## src/verilog/api_framer_pkg.sv

```systemverilog
// Constants, codes and state types shared by the host API framer modules
package api_framer_pkg;
   localparam logic [7:0] TAG_FRAME = 8'h81;
   localparam logic [7:0] TAG_STATUS = 8'h82;
   localparam logic [7:0] RES_FAIL = 8'h00;
   localparam logic [7:0] RES_OK = 8'h01;
   localparam logic [7:0] LEN_MIN = 8'h01;
   localparam logic [7:0] LEN_MAX = 8'h80;
   localparam logic [23:0] BCAST_ADDR = 24'hFFFFFF;
   localparam logic [23:0] DEF_BAUD = 24'h00E100;
   localparam logic [2:0] STAT_LAST_IDX = 3'h3;
   localparam logic [2:0] RXHDR_LAST_IDX = 3'h6;
   localparam logic [1:0] MODE_BCAST = 2'h0;
   localparam logic [1:0] MODE_AUTO = 2'h1;
   localparam logic [1:0] MODE_FIXED = 2'h2;

   typedef enum logic [3:0] {
      H_IDLE = 4'h1,
      H_STAT = 4'h2,
      H_RXHDR = 4'h4,
      H_RXPAY = 4'h8
   } host_st_t;

   typedef enum logic [7:0] {
      P_IDLE = 8'h01,
      P_LEN = 8'h02,
      P_SES = 8'h04,
      P_ATT = 8'h08,
      P_A2 = 8'h10,
      P_A1 = 8'h20,
      P_A0 = 8'h40,
      P_PAY = 8'h80
   } parse_st_t;
endpackage : api_framer_pkg

```

## src/verilog/tx_hdr_if.sv

```systemverilog
// Parsed transmit header and payload bytes from the parser to the framer
`timescale 1ns/10ps
interface tx_hdr_if;
   logic hdr_valid;
   logic [7:0] session;
   logic [7:0] attempts;
   logic [23:0] dest;
   logic pay_valid;
   logic pay_raw;
   logic pay_last;
   logic [7:0] pay_data;
   logic pay_ready;
   modport parser(output hdr_valid, session, attempts, dest, pay_valid, pay_raw, pay_last,
      pay_data, input pay_ready);
   modport framer(input hdr_valid, session, attempts, dest, pay_valid, pay_raw, pay_last,
      pay_data, output pay_ready);
endinterface : tx_hdr_if

```

## src/verilog/radio_host_api_framer.sv

```systemverilog
// Host API framer: transmit frame routing, status reports and receive frames
// What this block does
// - With status reporting on, a report goes to the host once the packet is acked or attempts run out.
// - The report is four bytes: tag 82h, result 00h fail or 01h success, remote strength, local strength.
// - For a non-broadcast packet, the result byte follows whether a valid acknowledgement came back from the remote unit.
// - A broadcast packet always reports success once its repetitions are used up.
// - With receive framing on, each packet reaches the host as tag, length, both strengths, address 2,1,0, payload.
// - Transmit framing, status reporting and receive framing switch on independently in any mix.
// - A pending status report goes out before any later receive frame, unless it arrives mid-frame.
// - With transmit framing on, per-packet routing overrides the configured delivery mode.
// - The host serial rate defaults to 57600 baud unless configured otherwise.
// - Configuration takes effect only when the block leaves reset, standing for a power cycle.
// - A transmit frame addressed to FFh FFh FFh is sent as a broadcast.
`timescale 1ns/10ps
module radio_host_api_framer
   import api_framer_pkg::*;
#(
   parameter int MAX_LEN = 128
) (
   // Clock, reset, enable
   input wire logic i_sys_clk,
   input wire logic i_nrst,
   input wire logic i_ce,
   // Configuration, sampled once after reset
   input wire logic i_cfg_tx_api_en,
   input wire logic i_cfg_status_en,
   input wire logic i_cfg_rx_api_en,
   input wire logic [1:0] i_cfg_route_mode,
   input wire logic [23:0] i_cfg_dest_addr,
   input wire logic [7:0] i_cfg_max_retries,
   input wire logic [7:0] i_cfg_bcast_attempts,
   input wire logic i_cfg_baud_set,
   input wire logic [23:0] i_cfg_baud_rate,
   output logic [23:0] o_baud_rate,
   // Host to block byte stream
   input wire logic i_host_in_valid,
   input wire logic [7:0] i_host_in_data,
   output logic o_host_in_ready,
   // Block to host byte stream
   output logic o_host_out_valid,
   output logic [7:0] o_host_out_data,
   input wire logic i_host_out_ready,
   // Radio transmit bytes with route
   output logic o_rf_tx_valid,
   output logic [7:0] o_rf_tx_data,
   output logic o_rf_tx_last,
   output logic [23:0] o_rf_tx_dest,
   output logic o_rf_tx_bcast,
   output logic [7:0] o_rf_tx_attempts,
   output logic [7:0] o_rf_tx_session,
   input wire logic i_rf_tx_ready,
   // Radio transmit result
   input wire logic i_tx_done,
   input wire logic i_tx_acked,
   input wire logic i_tx_was_bcast,
   input wire logic [7:0] i_tx_remote_heard_local_strength,
   input wire logic [7:0] i_tx_local_heard_remote_strength,
   // Radio receive packet
   input wire logic i_rx_start,
   input wire logic [7:0] i_rx_len,
   input wire logic [7:0] i_rx_remote_heard_local_strength,
   input wire logic [7:0] i_rx_local_heard_remote_strength,
   input wire logic [23:0] i_rx_src_addr,
   output logic o_rx_hdr_ready,
   input wire logic i_rx_valid,
   input wire logic [7:0] i_rx_data,
   output logic o_rx_ready
);
   typedef struct packed {
      host_st_t hst;
      logic [2:0] idx;
      logic [7:0] rem;
      logic loaded;
      logic c_txapi;
      logic c_stat;
      logic c_rxapi;
      logic [1:0] c_mode;
      logic [23:0] c_dest;
      logic [7:0] c_retry;
      logic [7:0] c_bcnt;
      logic [23:0] baud;
      logic stat_pend;
      logic [7:0] st_res;
      logic [7:0] st_rem;
      logic [7:0] st_loc;
      logic rx_pend;
      logic [7:0] rx_len;
      logic [7:0] rx_rem;
      logic [7:0] rx_loc;
      logic [23:0] rx_src;
      logic learned;
      logic [23:0] auto_dest;
      logic [23:0] r_dest;
      logic [7:0] r_att;
      logic [7:0] r_ses;
      logic r_bc;
      logic hv;
      logic [7:0] hd;
      logic rx_rdy;
      logic rxh_rdy;
      logic fv;
      logic [7:0] fd;
      logic fl;
      logic fbc;
      logic [23:0] fdst;
      logic [7:0] fatt;
      logic [7:0] fses;
   } state_t;

   state_t s_r;
   state_t s_nxt;
   logic load;
   tx_hdr_if hif ();

   tx_frame_parser #(.MAX_LEN(MAX_LEN)) u_parser (
      .clk(i_sys_clk),
      .nrst(i_nrst),
      .ce(i_ce),
      .api_en(s_r.c_txapi),
      .byte_valid(i_host_in_valid),
      .byte_data(i_host_in_data),
      .byte_ready(o_host_in_ready),
      .hif(hif.parser)
   );

   assign hif.pay_ready = !s_r.fv || i_rf_tx_ready;

   always_comb begin
      s_nxt = s_r;
      load = !s_r.hv || i_host_out_ready;
      // Captured once only; later pin changes wait for the next reset
      if (!s_r.loaded) begin
         s_nxt.loaded = 1'b1;
         s_nxt.c_txapi = i_cfg_tx_api_en;
         s_nxt.c_stat = i_cfg_status_en;
         s_nxt.c_rxapi = i_cfg_rx_api_en;
         s_nxt.c_mode = i_cfg_route_mode;
         s_nxt.c_dest = i_cfg_dest_addr;
         s_nxt.c_retry = i_cfg_max_retries;
         s_nxt.c_bcnt = i_cfg_bcast_attempts;
         s_nxt.baud = i_cfg_baud_set ? i_cfg_baud_rate : DEF_BAUD;
      end
      // Transmit side: route snapshot travels with every byte
      if (s_r.fv && i_rf_tx_ready) begin
         s_nxt.fv = 1'b0;
      end
      if (hif.hdr_valid) begin
         s_nxt.r_dest = hif.dest;
         s_nxt.r_att = hif.attempts;
         s_nxt.r_ses = hif.session;
         s_nxt.r_bc = (hif.dest == BCAST_ADDR);
      end
      if (hif.pay_valid && hif.pay_ready) begin
         s_nxt.fv = 1'b1;
         s_nxt.fd = hif.pay_data;
         s_nxt.fl = hif.pay_last;
         if (!hif.pay_raw) begin
            s_nxt.fdst = s_r.r_dest;
            s_nxt.fbc = s_r.r_bc;
            s_nxt.fatt = s_r.r_att;
            s_nxt.fses = s_r.r_ses;
         end else begin
            s_nxt.fses = 8'h00;
            case (s_r.c_mode)
               MODE_BCAST: begin
                  s_nxt.fdst = BCAST_ADDR;
                  s_nxt.fbc = 1'b1;
                  s_nxt.fatt = s_r.c_bcnt;
               end
               MODE_AUTO: begin
                  s_nxt.fdst = s_r.auto_dest;
                  s_nxt.fbc = 1'b0;
                  s_nxt.fatt = s_r.c_retry;
               end
               default: begin
                  s_nxt.fdst = s_r.c_dest;
                  s_nxt.fbc = 1'b0;
                  s_nxt.fatt = s_r.c_retry;
               end
            endcase
         end
      end
      // Host output side
      if (s_r.hv && i_host_out_ready) begin
         s_nxt.hv = 1'b0;
      end
      case (s_r.hst)
         H_IDLE: begin
            // Report ahead of a waiting receive frame
            if (s_r.stat_pend) begin
               s_nxt.hst = H_STAT;
               s_nxt.idx = 3'h0;
            end else if (s_r.rx_pend) begin
               s_nxt.hst = s_r.c_rxapi ? H_RXHDR : H_RXPAY;
               s_nxt.idx = 3'h0;
               s_nxt.rem = s_r.rx_len;
            end
         end
         H_STAT: begin
            if (load) begin
               s_nxt.hv = 1'b1;
               case (s_r.idx)
                  3'h0: s_nxt.hd = TAG_STATUS;
                  3'h1: s_nxt.hd = s_r.st_res;
                  3'h2: s_nxt.hd = s_r.st_rem;
                  default: s_nxt.hd = s_r.st_loc;
               endcase
               s_nxt.idx = s_r.idx + 3'h1;
               if (s_r.idx == STAT_LAST_IDX) begin
                  s_nxt.hst = H_IDLE;
                  s_nxt.stat_pend = 1'b0;
               end
            end
         end
         H_RXHDR: begin
            if (load) begin
               s_nxt.hv = 1'b1;
               case (s_r.idx)
                  3'h0: s_nxt.hd = TAG_FRAME;
                  3'h1: s_nxt.hd = s_r.rx_len;
                  3'h2: s_nxt.hd = s_r.rx_rem;
                  3'h3: s_nxt.hd = s_r.rx_loc;
                  3'h4: s_nxt.hd = s_r.rx_src[23:16];
                  3'h5: s_nxt.hd = s_r.rx_src[15:8];
                  default: s_nxt.hd = s_r.rx_src[7:0];
               endcase
               s_nxt.idx = s_r.idx + 3'h1;
               if (s_r.idx == RXHDR_LAST_IDX) begin
                  s_nxt.hst = H_RXPAY;
               end
            end
         end
         H_RXPAY: begin
            if (s_r.rem == 8'h00) begin
               s_nxt.hst = H_IDLE;
               s_nxt.rx_pend = 1'b0;
            end else if (i_rx_valid && s_r.rx_rdy) begin
               s_nxt.hv = 1'b1;
               s_nxt.hd = i_rx_data;
               s_nxt.rem = s_r.rem - 8'h01;
            end
         end
         default: s_nxt.hst = H_IDLE;
      endcase
      // Sets after the clears so a same-cycle event is kept
      if (i_tx_done && s_r.c_stat) begin
         s_nxt.stat_pend = 1'b1;
         s_nxt.st_res = (i_tx_was_bcast || i_tx_acked) ? RES_OK : RES_FAIL;
         s_nxt.st_rem = i_tx_remote_heard_local_strength;
         s_nxt.st_loc = i_tx_local_heard_remote_strength;
      end
      if (i_rx_start && s_r.rxh_rdy) begin
         s_nxt.rx_pend = 1'b1;
         s_nxt.rx_len = i_rx_len;
         s_nxt.rx_rem = i_rx_remote_heard_local_strength;
         s_nxt.rx_loc = i_rx_local_heard_remote_strength;
         s_nxt.rx_src = i_rx_src_addr;
         if (!s_r.learned) begin
            s_nxt.learned = 1'b1;
            s_nxt.auto_dest = i_rx_src_addr;
         end
      end
      s_nxt.rx_rdy = (s_nxt.hst == H_RXPAY) && !s_nxt.hv && (s_nxt.rem != 8'h00);
      s_nxt.rxh_rdy = !s_nxt.rx_pend;
   end

   always_ff @(posedge i_sys_clk) begin
      if (!i_nrst) begin
         s_r <= '{hst: H_IDLE, c_dest: 24'h000000, baud: DEF_BAUD, default: '0};
      end else if (i_ce) begin
         s_r <= s_nxt;
      end
   end

   assign o_baud_rate = s_r.baud;
   assign o_host_out_valid = s_r.hv;
   assign o_host_out_data = s_r.hd;
   assign o_rf_tx_valid = s_r.fv;
   assign o_rf_tx_data = s_r.fd;
   assign o_rf_tx_last = s_r.fl;
   assign o_rf_tx_dest = s_r.fdst;
   assign o_rf_tx_bcast = s_r.fbc;
   assign o_rf_tx_attempts = s_r.fatt;
   assign o_rf_tx_session = s_r.fses;
   assign o_rx_hdr_ready = s_r.rxh_rdy;
   assign o_rx_ready = s_r.rx_rdy;
endmodule : radio_host_api_framer

```

## src/verilog/tx_frame_parser.sv

```systemverilog
// Splits the host byte stream into transmit headers and payload bytes
`timescale 1ns/10ps
module tx_frame_parser
   import api_framer_pkg::*;
#(
   parameter int MAX_LEN = 128
) (
   input wire logic clk,
   input wire logic nrst,
   input wire logic ce,
   input wire logic api_en,
   input wire logic byte_valid,
   input wire logic [7:0] byte_data,
   output logic byte_ready,
   tx_hdr_if.parser hif
);
   typedef struct packed {
      parse_st_t st;
      logic rdy;
      logic hv;
      logic [7:0] ses;
      logic [7:0] att;
      logic [7:0] cnt;
      logic [23:0] dest;
      logic pv;
      logic praw;
      logic plast;
      logic [7:0] pd;
   } pstate_t;

   pstate_t s_r;
   pstate_t s_nxt;
   logic take;

   if (MAX_LEN < 1 || MAX_LEN > 255) begin : g_bad_len
      $error("MAX_LEN must lie in 1..255");
   end

   always_comb begin
      s_nxt = s_r;
      s_nxt.hv = 1'b0;
      take = byte_valid && s_r.rdy;
      if (s_r.pv && hif.pay_ready) begin
         s_nxt.pv = 1'b0;
      end
      if (take) begin
         case (s_r.st)
            P_IDLE: begin
               // Anything not opening a frame goes out under the configured route
               if (api_en && byte_data == TAG_FRAME) begin
                  s_nxt.st = P_LEN;
               end else begin
                  s_nxt.pv = 1'b1;
                  s_nxt.pd = byte_data;
                  s_nxt.praw = 1'b1;
                  s_nxt.plast = 1'b1;
               end
            end
            P_LEN: begin
               // Bad length drops the tag and length; the bytes after it go out raw until the next tag
               if (byte_data < LEN_MIN || byte_data > 8'(MAX_LEN)) begin
                  s_nxt.st = P_IDLE;
               end else begin
                  s_nxt.cnt = byte_data;
                  s_nxt.st = P_SES;
               end
            end
            P_SES: begin
               s_nxt.ses = byte_data;
               s_nxt.st = P_ATT;
            end
            P_ATT: begin
               s_nxt.att = byte_data;
               s_nxt.st = P_A2;
            end
            P_A2: begin
               s_nxt.dest[23:16] = byte_data;
               s_nxt.st = P_A1;
            end
            P_A1: begin
               s_nxt.dest[15:8] = byte_data;
               s_nxt.st = P_A0;
            end
            P_A0: begin
               s_nxt.dest[7:0] = byte_data;
               s_nxt.hv = 1'b1;
               s_nxt.st = P_PAY;
            end
            P_PAY: begin
               s_nxt.pv = 1'b1;
               s_nxt.pd = byte_data;
               s_nxt.praw = 1'b0;
               s_nxt.plast = (s_r.cnt == 8'h01);
               s_nxt.cnt = s_r.cnt - 8'h01;
               if (s_r.cnt == 8'h01) begin
                  s_nxt.st = P_IDLE;
               end
            end
            default: s_nxt.st = P_IDLE;
         endcase
      end
      // One byte of holding; ready is registered so the host sees a clean flop
      s_nxt.rdy = !s_nxt.pv;
   end

   always_ff @(posedge clk) begin
      if (!nrst) begin
         s_r <= '{st: P_IDLE, default: '0};
      end else if (ce) begin
         s_r <= s_nxt;
      end
   end

   assign byte_ready = s_r.rdy;
   assign hif.hdr_valid = s_r.hv;
   assign hif.session = s_r.ses;
   assign hif.attempts = s_r.att;
   assign hif.dest = s_r.dest;
   assign hif.pay_valid = s_r.pv;
   assign hif.pay_raw = s_r.praw;
   assign hif.pay_last = s_r.plast;
   assign hif.pay_data = s_r.pd;
endmodule : tx_frame_parser

```

## config.mk

```make
export PLATFORM = sky130hd
export DESIGN_NAME = radio_host_api_framer
export DESIGN_NICKNAME = d
export VERILOG_FILES = /design/src/verilog/api_framer_pkg.sv /design/src/verilog/tx_hdr_if.sv /design/src/verilog/radio_host_api_framer.sv /design/src/verilog/tx_frame_parser.sv
export SDC_FILE = /design/constraint.sdc
export NUM_CORES = 1
export LEC_CHECK = 0
export ABC_CLOCK_PERIOD_IN_PS = 3700
export BUFFER_PORTS_ARGS = -buffer_cell sky130_fd_sc_hd__buf_2
export CORE_MARGIN = 3
export CORE_UTILIZATION = 60
export CTS_BUF_LIST = sky130_fd_sc_hd__clkbuf_4 sky130_fd_sc_hd__clkbuf_8
export CTS_CLUSTER_SIZE = 24
export DETAILED_ROUTE_END_ITERATION = 16
export PLACE_DENSITY = 0.93
export SYNTH_ARGS = -nofsm -noshare
export SYNTH_HDL_FRONTEND = slang
export SYNTH_SLANG_ARGS = --single-unit
```

## constraint.sdc

```tcl
create_clock -name i_sys_clk -period 3.7 [get_ports i_sys_clk]
set_input_delay 0.37 -clock i_sys_clk [delete_from_list [all_inputs] [get_ports i_sys_clk]]
set_output_delay 0.37 -clock i_sys_clk [all_outputs]
set_load 0.01 [all_outputs]
```

==> flow_metrics.env, run 1 <==
export IMPL_initial_core_util=0.621
export IMPL_grt_pass1_wl_um=68600
export IMPL_synthAdderAreaFrac=0.00733
export IMPL_areaGrowthSynthToFinish_pct=11.9
export IMPL_htree_num_levels=2
export IMPL_leakagePower_nw=6.50
export IMPL_hold_violations=0
export IMPL_slew_headroom=0.286
export IMPL_outcome="finished clean"
export IMPL_async_flop_share=0
export IMPL_core_um2=24700
export IMPL_io_buffers=247
export IMPL_placedCellCount=2320
export IMPL_fin_ws_ns=0.985
export IMPL_required_ns=4.16
export IMPL_final_cell_mix="nand2_1, dfxtp_1, a21oi_1"
export IMPL_maxSlewViolCount=0
export IMPL_rr_worst_depth=8
export IMPL_yosys_warnings=0
export IMPL_syn_num_nets=2123
export IMPL_regArea_um2=6990
export IMPL_drc_errors=0
export IMPL_cts_tree="built"
export IMPL_synth_edff_count=0
export IMPL_skew_ns=0.0296
export IMPL_vias=14200
export IMPL_crit_path_end_kind="flop"
export IMPL_clk_insertion_delay_late_ns=0.58
export IMPL_critPathLaunchType="flop"
export IMPL_reg2reg_slack_ns=0.98
export IMPL_worstPathArrival_ns=3.17
export IMPL_path_class="reg2reg"
export IMPL_ys_ff_latch=349
export IMPL_nFillCells=1953
export IMPL_cts_resized=0
export IMPL_setup_tns_ns=0
export IMPL_crit_path_end="o_host_out_data[1]"
export IMPL_drive_gt1_frac=0.184
export IMPL_synth_top_family_by_area="simple AND/OR/NAND/NOR gates"
export IMPL_synth_xor_area_frac=0.00171
export IMPL_min_delay_path_class="in2reg"
export IMPL_grtUsageTotal=0.294
export IMPL_worst_pin_slew_ns=1.07
export IMPL_grt_max_degree=190
export IMPL_grt_pass1_vias=13500
export IMPL_fin_cells=2419
export IMPL_die_w_um=166
export IMPL_synthMuxAreaShare=0.0391
export IMPL_rsz0062_at_grt="false"
export IMPL_critPathMaxFanout=20
export IMPL_syn_avg_cell_area_um2=7.86
export IMPL_synth_cell_area_um2=15400
export IMPL_first_iter_violations=1709
export IMPL_slowest_stage="or3_1"
export IMPL_wl_um=42700
export IMPL_synth_compound_area_frac=0.187
export IMPL_die_y_um=166
export IMPL_peakVddDrop_mv=0.300
export IMPL_cts_buffers=55
export IMPL_antenna_found_initial=3
export IMPL_path_cells="inv_1 > ha_1 > or3_1 > or2_0 > o21ai_0 > o21ai_0 > a221oi_1 > nor2_1"
export IMPL_seq_area_frac_synth=0.455
export IMPL_wl_per_cell_um=17.7
export IMPL_worst_path_largest_cell_delay_ns=0.48
export IMPL_ioPinCount=248
export IMPL_setup_viol=0
export IMPL_dr_pass1_iters=6
export IMPL_r2r_start="s_r[281]"
export IMPL_layout_commonest_cell="nand2_1"
export IMPL_r2r_end="o_host_out_data[1]"
export IMPL_layout_nets=2224
export IMPL_min_period_ns=2.72
export IMPL_rows=57
export IMPL_grt_overflow_total=0
export IMPL_drv_cap=0
export IMPL_multiInputGateArea_um2=7110
export IMPL_clk_path_buf_depth=3
export IMPL_min_period_over_period=0.734
export IMPL_fp_dieArea_um2=27500
export IMPL_yosys_area_share_simple=0.227
export IMPL_startpoint="s_r[281]"
export IMPL_clk_pin_slew_worst_paths_ns=0.07
export IMPL_clock_sinks=349
export IMPL_dp_hpwl_um=28800
export IMPL_post_drt_via_cell_ratio=5.88
export IMPL_powerDensity_nw_per_um2=456
export IMPL_cts_setup_buffers=0
export IMPL_crit_top_cell="o21ai_0"
export IMPL_synthCells=1953
export IMPL_synth_cell_type_count=76
export IMPL_place_gp_congestion=0.918
export IMPL_antenna_left=0
export IMPL_cts_root_buffer="clkbuf_8"
export IMPL_pre_cts_slack_ns=1.06
export IMPL_ys_flop_type="dfxtp_1"
export IMPL_fmax_mhz=368
-- metrics by stage --
stage	area, µm²	hold slack, ns	utilization	total power [mW]
finish	17200	0.0253	0.694	7.83
global route	17200	0.0125	0.694	8.09
CTS	17200	0.00255	0.694	7.84
detailed placement	16000	0.440	0.647	4.48
global placement	16000	0.435	0.647	4.47
floorplan	15400	0.431	-	4.28
-- sequential cells by signal, indices dropped and copies added (netlist names), 8 cells and up --
register and cells:
u_parser.hif.attempts 8, s_r 194, o_rf_tx_attempts 8, u_parser.hif.dest 24
o_rf_tx_session 8, o_rf_tx_dest 24, u_parser.hif.session 8, o_rf_tx_data 8
o_host_out_data 8, o_baud_rate 24, u_parser.hif.pay_data 8, u_parser.s_r 16
-- final cells by class --
| type | instances | share of cell area |
|---|---|---|
| antenna | 2 | 0.000291 |
| sequential | 349 | 0.407 |
| timing repair buffer | 271 | 0.0840 |
| clock buffer | 87 | 0.0631 |
| clock inverter | 9 | 0.00488 |
| inverter | 14 | 0.00349 |
| tap | 324 | 0.0236 |
| multi-input combinational | 1363 | 0.414 |
-- repair_timing --
item | CTS | global route
hold buffers | 1 | 0
endpoints found under the setup margin | 0 | 0
endpoints found under the hold margin | 1 | 0
-- cells by family after synthesis --
kind of cell | count (synthesis)
and+or+nand+nor | 799
adders and majority gates | 9
buffers and inverters | 241
xor gates and xnor gates | 3
DFF | 349
AOI/OAI and AO/OA | 492
muxes | 60
-- synthesized netlist by cell type, types with 3 or more instances --
master	instances	area share
ha_1	9	0.0073
nand2_1	485	0.12
a311oi_1	8	0.0046
or4_1	7	0.0034
clkbuf_1	124	0.030
o2bb2ai_1	6	0.0034
nor2_1	138	0.034
and3_1	5	0.0020
and2_1	3	0.0012
a22oi_1	11	0.0054
o211ai_1	7	0.0034
buf_1	12	0.0029
nor4_1	6	0.0024
nand3b_1	8	0.0039
or2_2	5	0.0020
nor2b_1	30	0.012
o21ai_1	23	0.0075
a221oi_1	16	0.0091
nor4b_2	3	0.0029
buf_2	4	0.0013
a211oi_1	27	0.013
o31ai_1	6	0.0029
o21bai_1	4	0.0020
inv_1	12	0.0029
nand3_1	38	0.012
a32o_1	6	0.0039
dfxtp_1	349	0.45
a22o_1	7	0.0040
mux2i_1	60	0.039
o21ai_0	71	0.023
buf_6	5	0.0037
or3_1	8	0.0033
nand4_1	9	0.0037
nor4b_1	5	0.0029
nor3_1	20	0.0065
nor3b_1	7	0.0034
nand2b_1	5	0.0020
buf_4	81	0.040
a21oi_1	273	0.089
o21a_1	4	0.0020
-- routing by layer --
| metal | global-route usage | wire, µm | vias to the layer above |
|---|---|---|---|
| li1 | - | - | 6806 |
| met1 | 0.391 | 17800 | 6660 |
| met2 | 0.487 | 20200 | 655 |
| met3 | 0.0519 | 3480 | 106 |
| met4 | 0.102 | 1290 | 2 |
| met5 | 0 | 13 | - |
-- power by group --
| part | switching (mW) | internal [mW] |
|---|---|---|
| registers | 0.0688 | 3.84 |
| logic | 0.328 | 0.187 |
| clock network | 1.48 | 1.93 |
-- how the worst min path moves through the flow --
stage                                        start               to  slack (ns)  cells after the start
2_1_floorplan             u_parser.hif.pay_data[0]  o_rf_tx_data[0]        0.43                      2
3_3_place_gp                        o_baud_rate[9]   o_baud_rate[9]        0.43                      2
3_5_place_dp                        o_baud_rate[3]   o_baud_rate[3]        0.44                      2
4_1_cts        i_tx_local_heard_remote_strength[5]         s_r[182]       0.003                      3
5_1_grt                        i_cfg_dest_addr[10]         s_r[252]        0.01                      3
6_report       i_tx_local_heard_remote_strength[2]         s_r[179]        0.03                      3
-- worst max-delay path: cells and delay by family (launching register included) --
kind            cells  cell delay (ns)
compound gates      3             0.76
fa+ha+maj           1             0.44
buf+inv             1             0.10
flops               1             0.39
simple gates        3             0.90
(Power assumes the default switching activity.)
==> run 2: changes to the inputs <==
--- a/config.mk
+++ b/config.mk
@@ -5,14 +5,14 @@
 export SDC_FILE = /design/constraint.sdc
 export NUM_CORES = 1
 export LEC_CHECK = 0
-export ABC_CLOCK_PERIOD_IN_PS = 3700
+export ABC_CLOCK_PERIOD_IN_PS = 2500
 export BUFFER_PORTS_ARGS = -buffer_cell sky130_fd_sc_hd__buf_2
 export CORE_MARGIN = 3
-export CORE_UTILIZATION = 60
+export CORE_UTILIZATION = 59
 export CTS_BUF_LIST = sky130_fd_sc_hd__clkbuf_4 sky130_fd_sc_hd__clkbuf_8
 export CTS_CLUSTER_SIZE = 24
 export DETAILED_ROUTE_END_ITERATION = 16
-export PLACE_DENSITY = 0.93
+export PLACE_DENSITY = 0.92
 export SYNTH_ARGS = -nofsm -noshare
 export SYNTH_HDL_FRONTEND = slang
 export SYNTH_SLANG_ARGS = --single-unit
==> constraint.sdc (replaced) <==
create_clock -name i_sys_clk -period 2.5 [get_ports i_sys_clk]
set_input_delay 0.25 -clock i_sys_clk [delete_from_list [all_inputs] [get_ports i_sys_clk]]
set_output_delay 0.25 -clock i_sys_clk [all_outputs]
set_load 0.01 [all_outputs]
==> run 2 against run 1 <==
Against the previous run: maximum frequency is 15% higher; critical path type unchanged; global-route usage up 7.9 points; wire length up 29%; combinational power up 110%; total power is 59% higher; design area rose by 11%; hold slack improved by 0.0028 ns; count of clock-buffer cells in the layout decreased by 4; sequential share of layout area is 4.1 points lower; non-clock buffer count up 179; cell count rose by 8.1%; clock skew is 0.024 ns higher.
==> flow_metrics.env, run 2 (synthesis gave the netlist of run 1 again) <==
export IMPL_cts_root_buffer="clkbuf_8"
export IMPL_antenna_found_initial=9
export IMPL_post_drt_via_cell_ratio=6.23
export IMPL_initial_core_util=0.605
export IMPL_rsz0062_at_grt="false"
export IMPL_cts_buffers=54
export IMPL_hold_slack_ns=0.0281
export IMPL_cts_tree="built"
export IMPL_layout_commonest_cell="nand2_1"
export IMPL_grt_max_degree=97
export IMPL_min_delay_path_class="in2reg"
export IMPL_grt_pass1_vias=16000
export IMPL_clk_pin_slew_worst_paths_ns=0.07
export IMPL_areaGrowthSynthToFinish_pct=24.5
export IMPL_vias=16300
export IMPL_crit_path_end_kind="flop"
export IMPL_dp_hpwl_um=30200
export IMPL_worstPathArrival_ns=2.80
export IMPL_powerDensity_nw_per_um2=651
export IMPL_min_period_over_period=0.941
export IMPL_switching_power_mw=3.12
export IMPL_drv_cap=0
export IMPL_grtUsageTotal=0.373
export IMPL_p_comb_frac=0.085
export IMPL_drc_errors=0
export IMPL_die_y_um=167
export IMPL_required_ns=2.95
export IMPL_core_um2=25400
export IMPL_peakVddDrop_mv=0.830
export IMPL_wl_um=55000
export IMPL_ioPinCount=248
export IMPL_first_iter_violations=2710
export IMPL_io_buffers=247
export IMPL_min_period_ns=2.35
export IMPL_antenna_left=0
export IMPL_grt_pass1_wl_um=84900
export IMPL_clk_path_buf_depth=3
export IMPL_p_clk_frac=0.451
export IMPL_wl_per_cell_um=21.1
export IMPL_fin_cells=2614
export IMPL_pre_cts_slack_ns=0.111
export IMPL_setup_tns_ns=0
export IMPL_final_util=0.753
export IMPL_layout_nets=2402
export IMPL_fin_ws_ns=0.149
export IMPL_final_cell_mix="nand2_1, dfxtp_1, a21oi_1"
export IMPL_slew_headroom=0.430
export IMPL_largest_register="s_r"
export IMPL_critPathMaxFanout=7
export IMPL_rows=58
export IMPL_hold_violations=0
export IMPL_fp_dieArea_um2=28000
export IMPL_clk_insertion_delay_late_ns=0.62
export IMPL_p_sw_frac=0.250
export IMPL_clock_sinks=349
export IMPL_outcome="finished clean"
export IMPL_place_gp_congestion=0.920
export IMPL_placedCellCount=2359
export IMPL_die_w_um=167
export IMPL_critPathLaunchType="flop"
export IMPL_drive_gt1_frac=0.187
export IMPL_seq_power_share=0.464
export IMPL_worst_pin_slew_ns=0.856
export IMPL_dr_pass1_iters=9
export IMPL_fmax_mhz=425
export IMPL_grt_overflow_total=0
export IMPL_maxSlewViolCount=0
export IMPL_intPower_mw=9.34
export IMPL_leakagePower_nw=7.36
export IMPL_path_class="reg2reg"
export IMPL_largest_reg_flops=194
export IMPL_skew_ns=0.0532
export IMPL_setup_viol=0
export IMPL_htree_num_levels=2
==> run 2: worst paths after layout <==
path / depth (start not counted) / slack [ns] / to / startpoint
worst min register to register: 2 / 0.45 / o_rf_tx_session[5] / o_rf_tx_session[5]
worst min-delay path: 3 / 0.03 / u_parser.hif.dest[10] / i_host_in_data[2]
worst max-delay path: 8 / 0.15 / o_host_out_data[3] / s_r[280]
worst max register to register: 8 / 0.15 / o_host_out_data[3] / s_r[280]
==> run 2: layer usage <==
layer | GRT usage | vias up | part of all wire
li1 | - | 7160 | -
met1 | 0.435 | 7428 | 0.35
met2 | 0.609 | 1313 | 0.46
met3 | 0.0930 | 387 | 0.11
met4 | 0.250 | 4 | 0.082
met5 | 0 | - | 0.00035
==> run 2: worst max-delay path, cell delays in order, from the launching register on <==
cell and delay, ns:
dfxtp_1 0.34, ha_1 0.21, ha_1 0.19, or3_1 0.39
or2_0 0.32, o21ai_0 0.29, o2bb2ai_1 0.14, a221oi_1 0.27
nor2_1 0.08
==> run 2: per-stage QoR <==
step / power, mW / cell area, µm²
after floorplan: 6.34 / 15400
after global placement: 6.65 / 16300
after detailed placement: 6.68 / 16300
after CTS: 12.2 / 19100
after global routing: 12.8 / 19100
final: 12.5 / 19100
==> run 2: timing repair <==
action	in CTS	in global routing
setup endpoints to repair	0	17
hold buffers	146	0
buffers inserted	0	1
endpoints found under the hold margin	170	0
resized for setup	0	3
==> run 2: layout make-up <==
| type | count | area, µm² |
|---|---|---|
| Sequential cell | 349 | 6990 |
| Antenna cell | 9 | 22.5 |
| Clock inverter | 16 | 194 |
| Tap cell | 330 | 413 |
| Timing Repair Buffer | 450 | 3230 |
| Multi-Input combinational cell | 1363 | 7120 |
| Clock buffer | 83 | 1090 |
| Inverter | 14 | 60.1 |
| Fill cell | 1615 | 6280 |
==> run 2: power groups by stage <==
| stage | clock network, mW | logic (mW) | registers (mW) |
|---|---|---|---|
| 2_1_floorplan | 0 | 0.494 | 5.85 |
| 3_3_place_gp | 0 | 0.766 | 5.88 |
| 3_5_place_dp | 0 | 0.789 | 5.89 |
| 4_1_cts | 5.50 | 0.975 | 5.77 |
| 5_1_grt | 5.85 | 1.12 | 5.79 |
| 6_report | 5.61 | 1.06 | 5.78 |
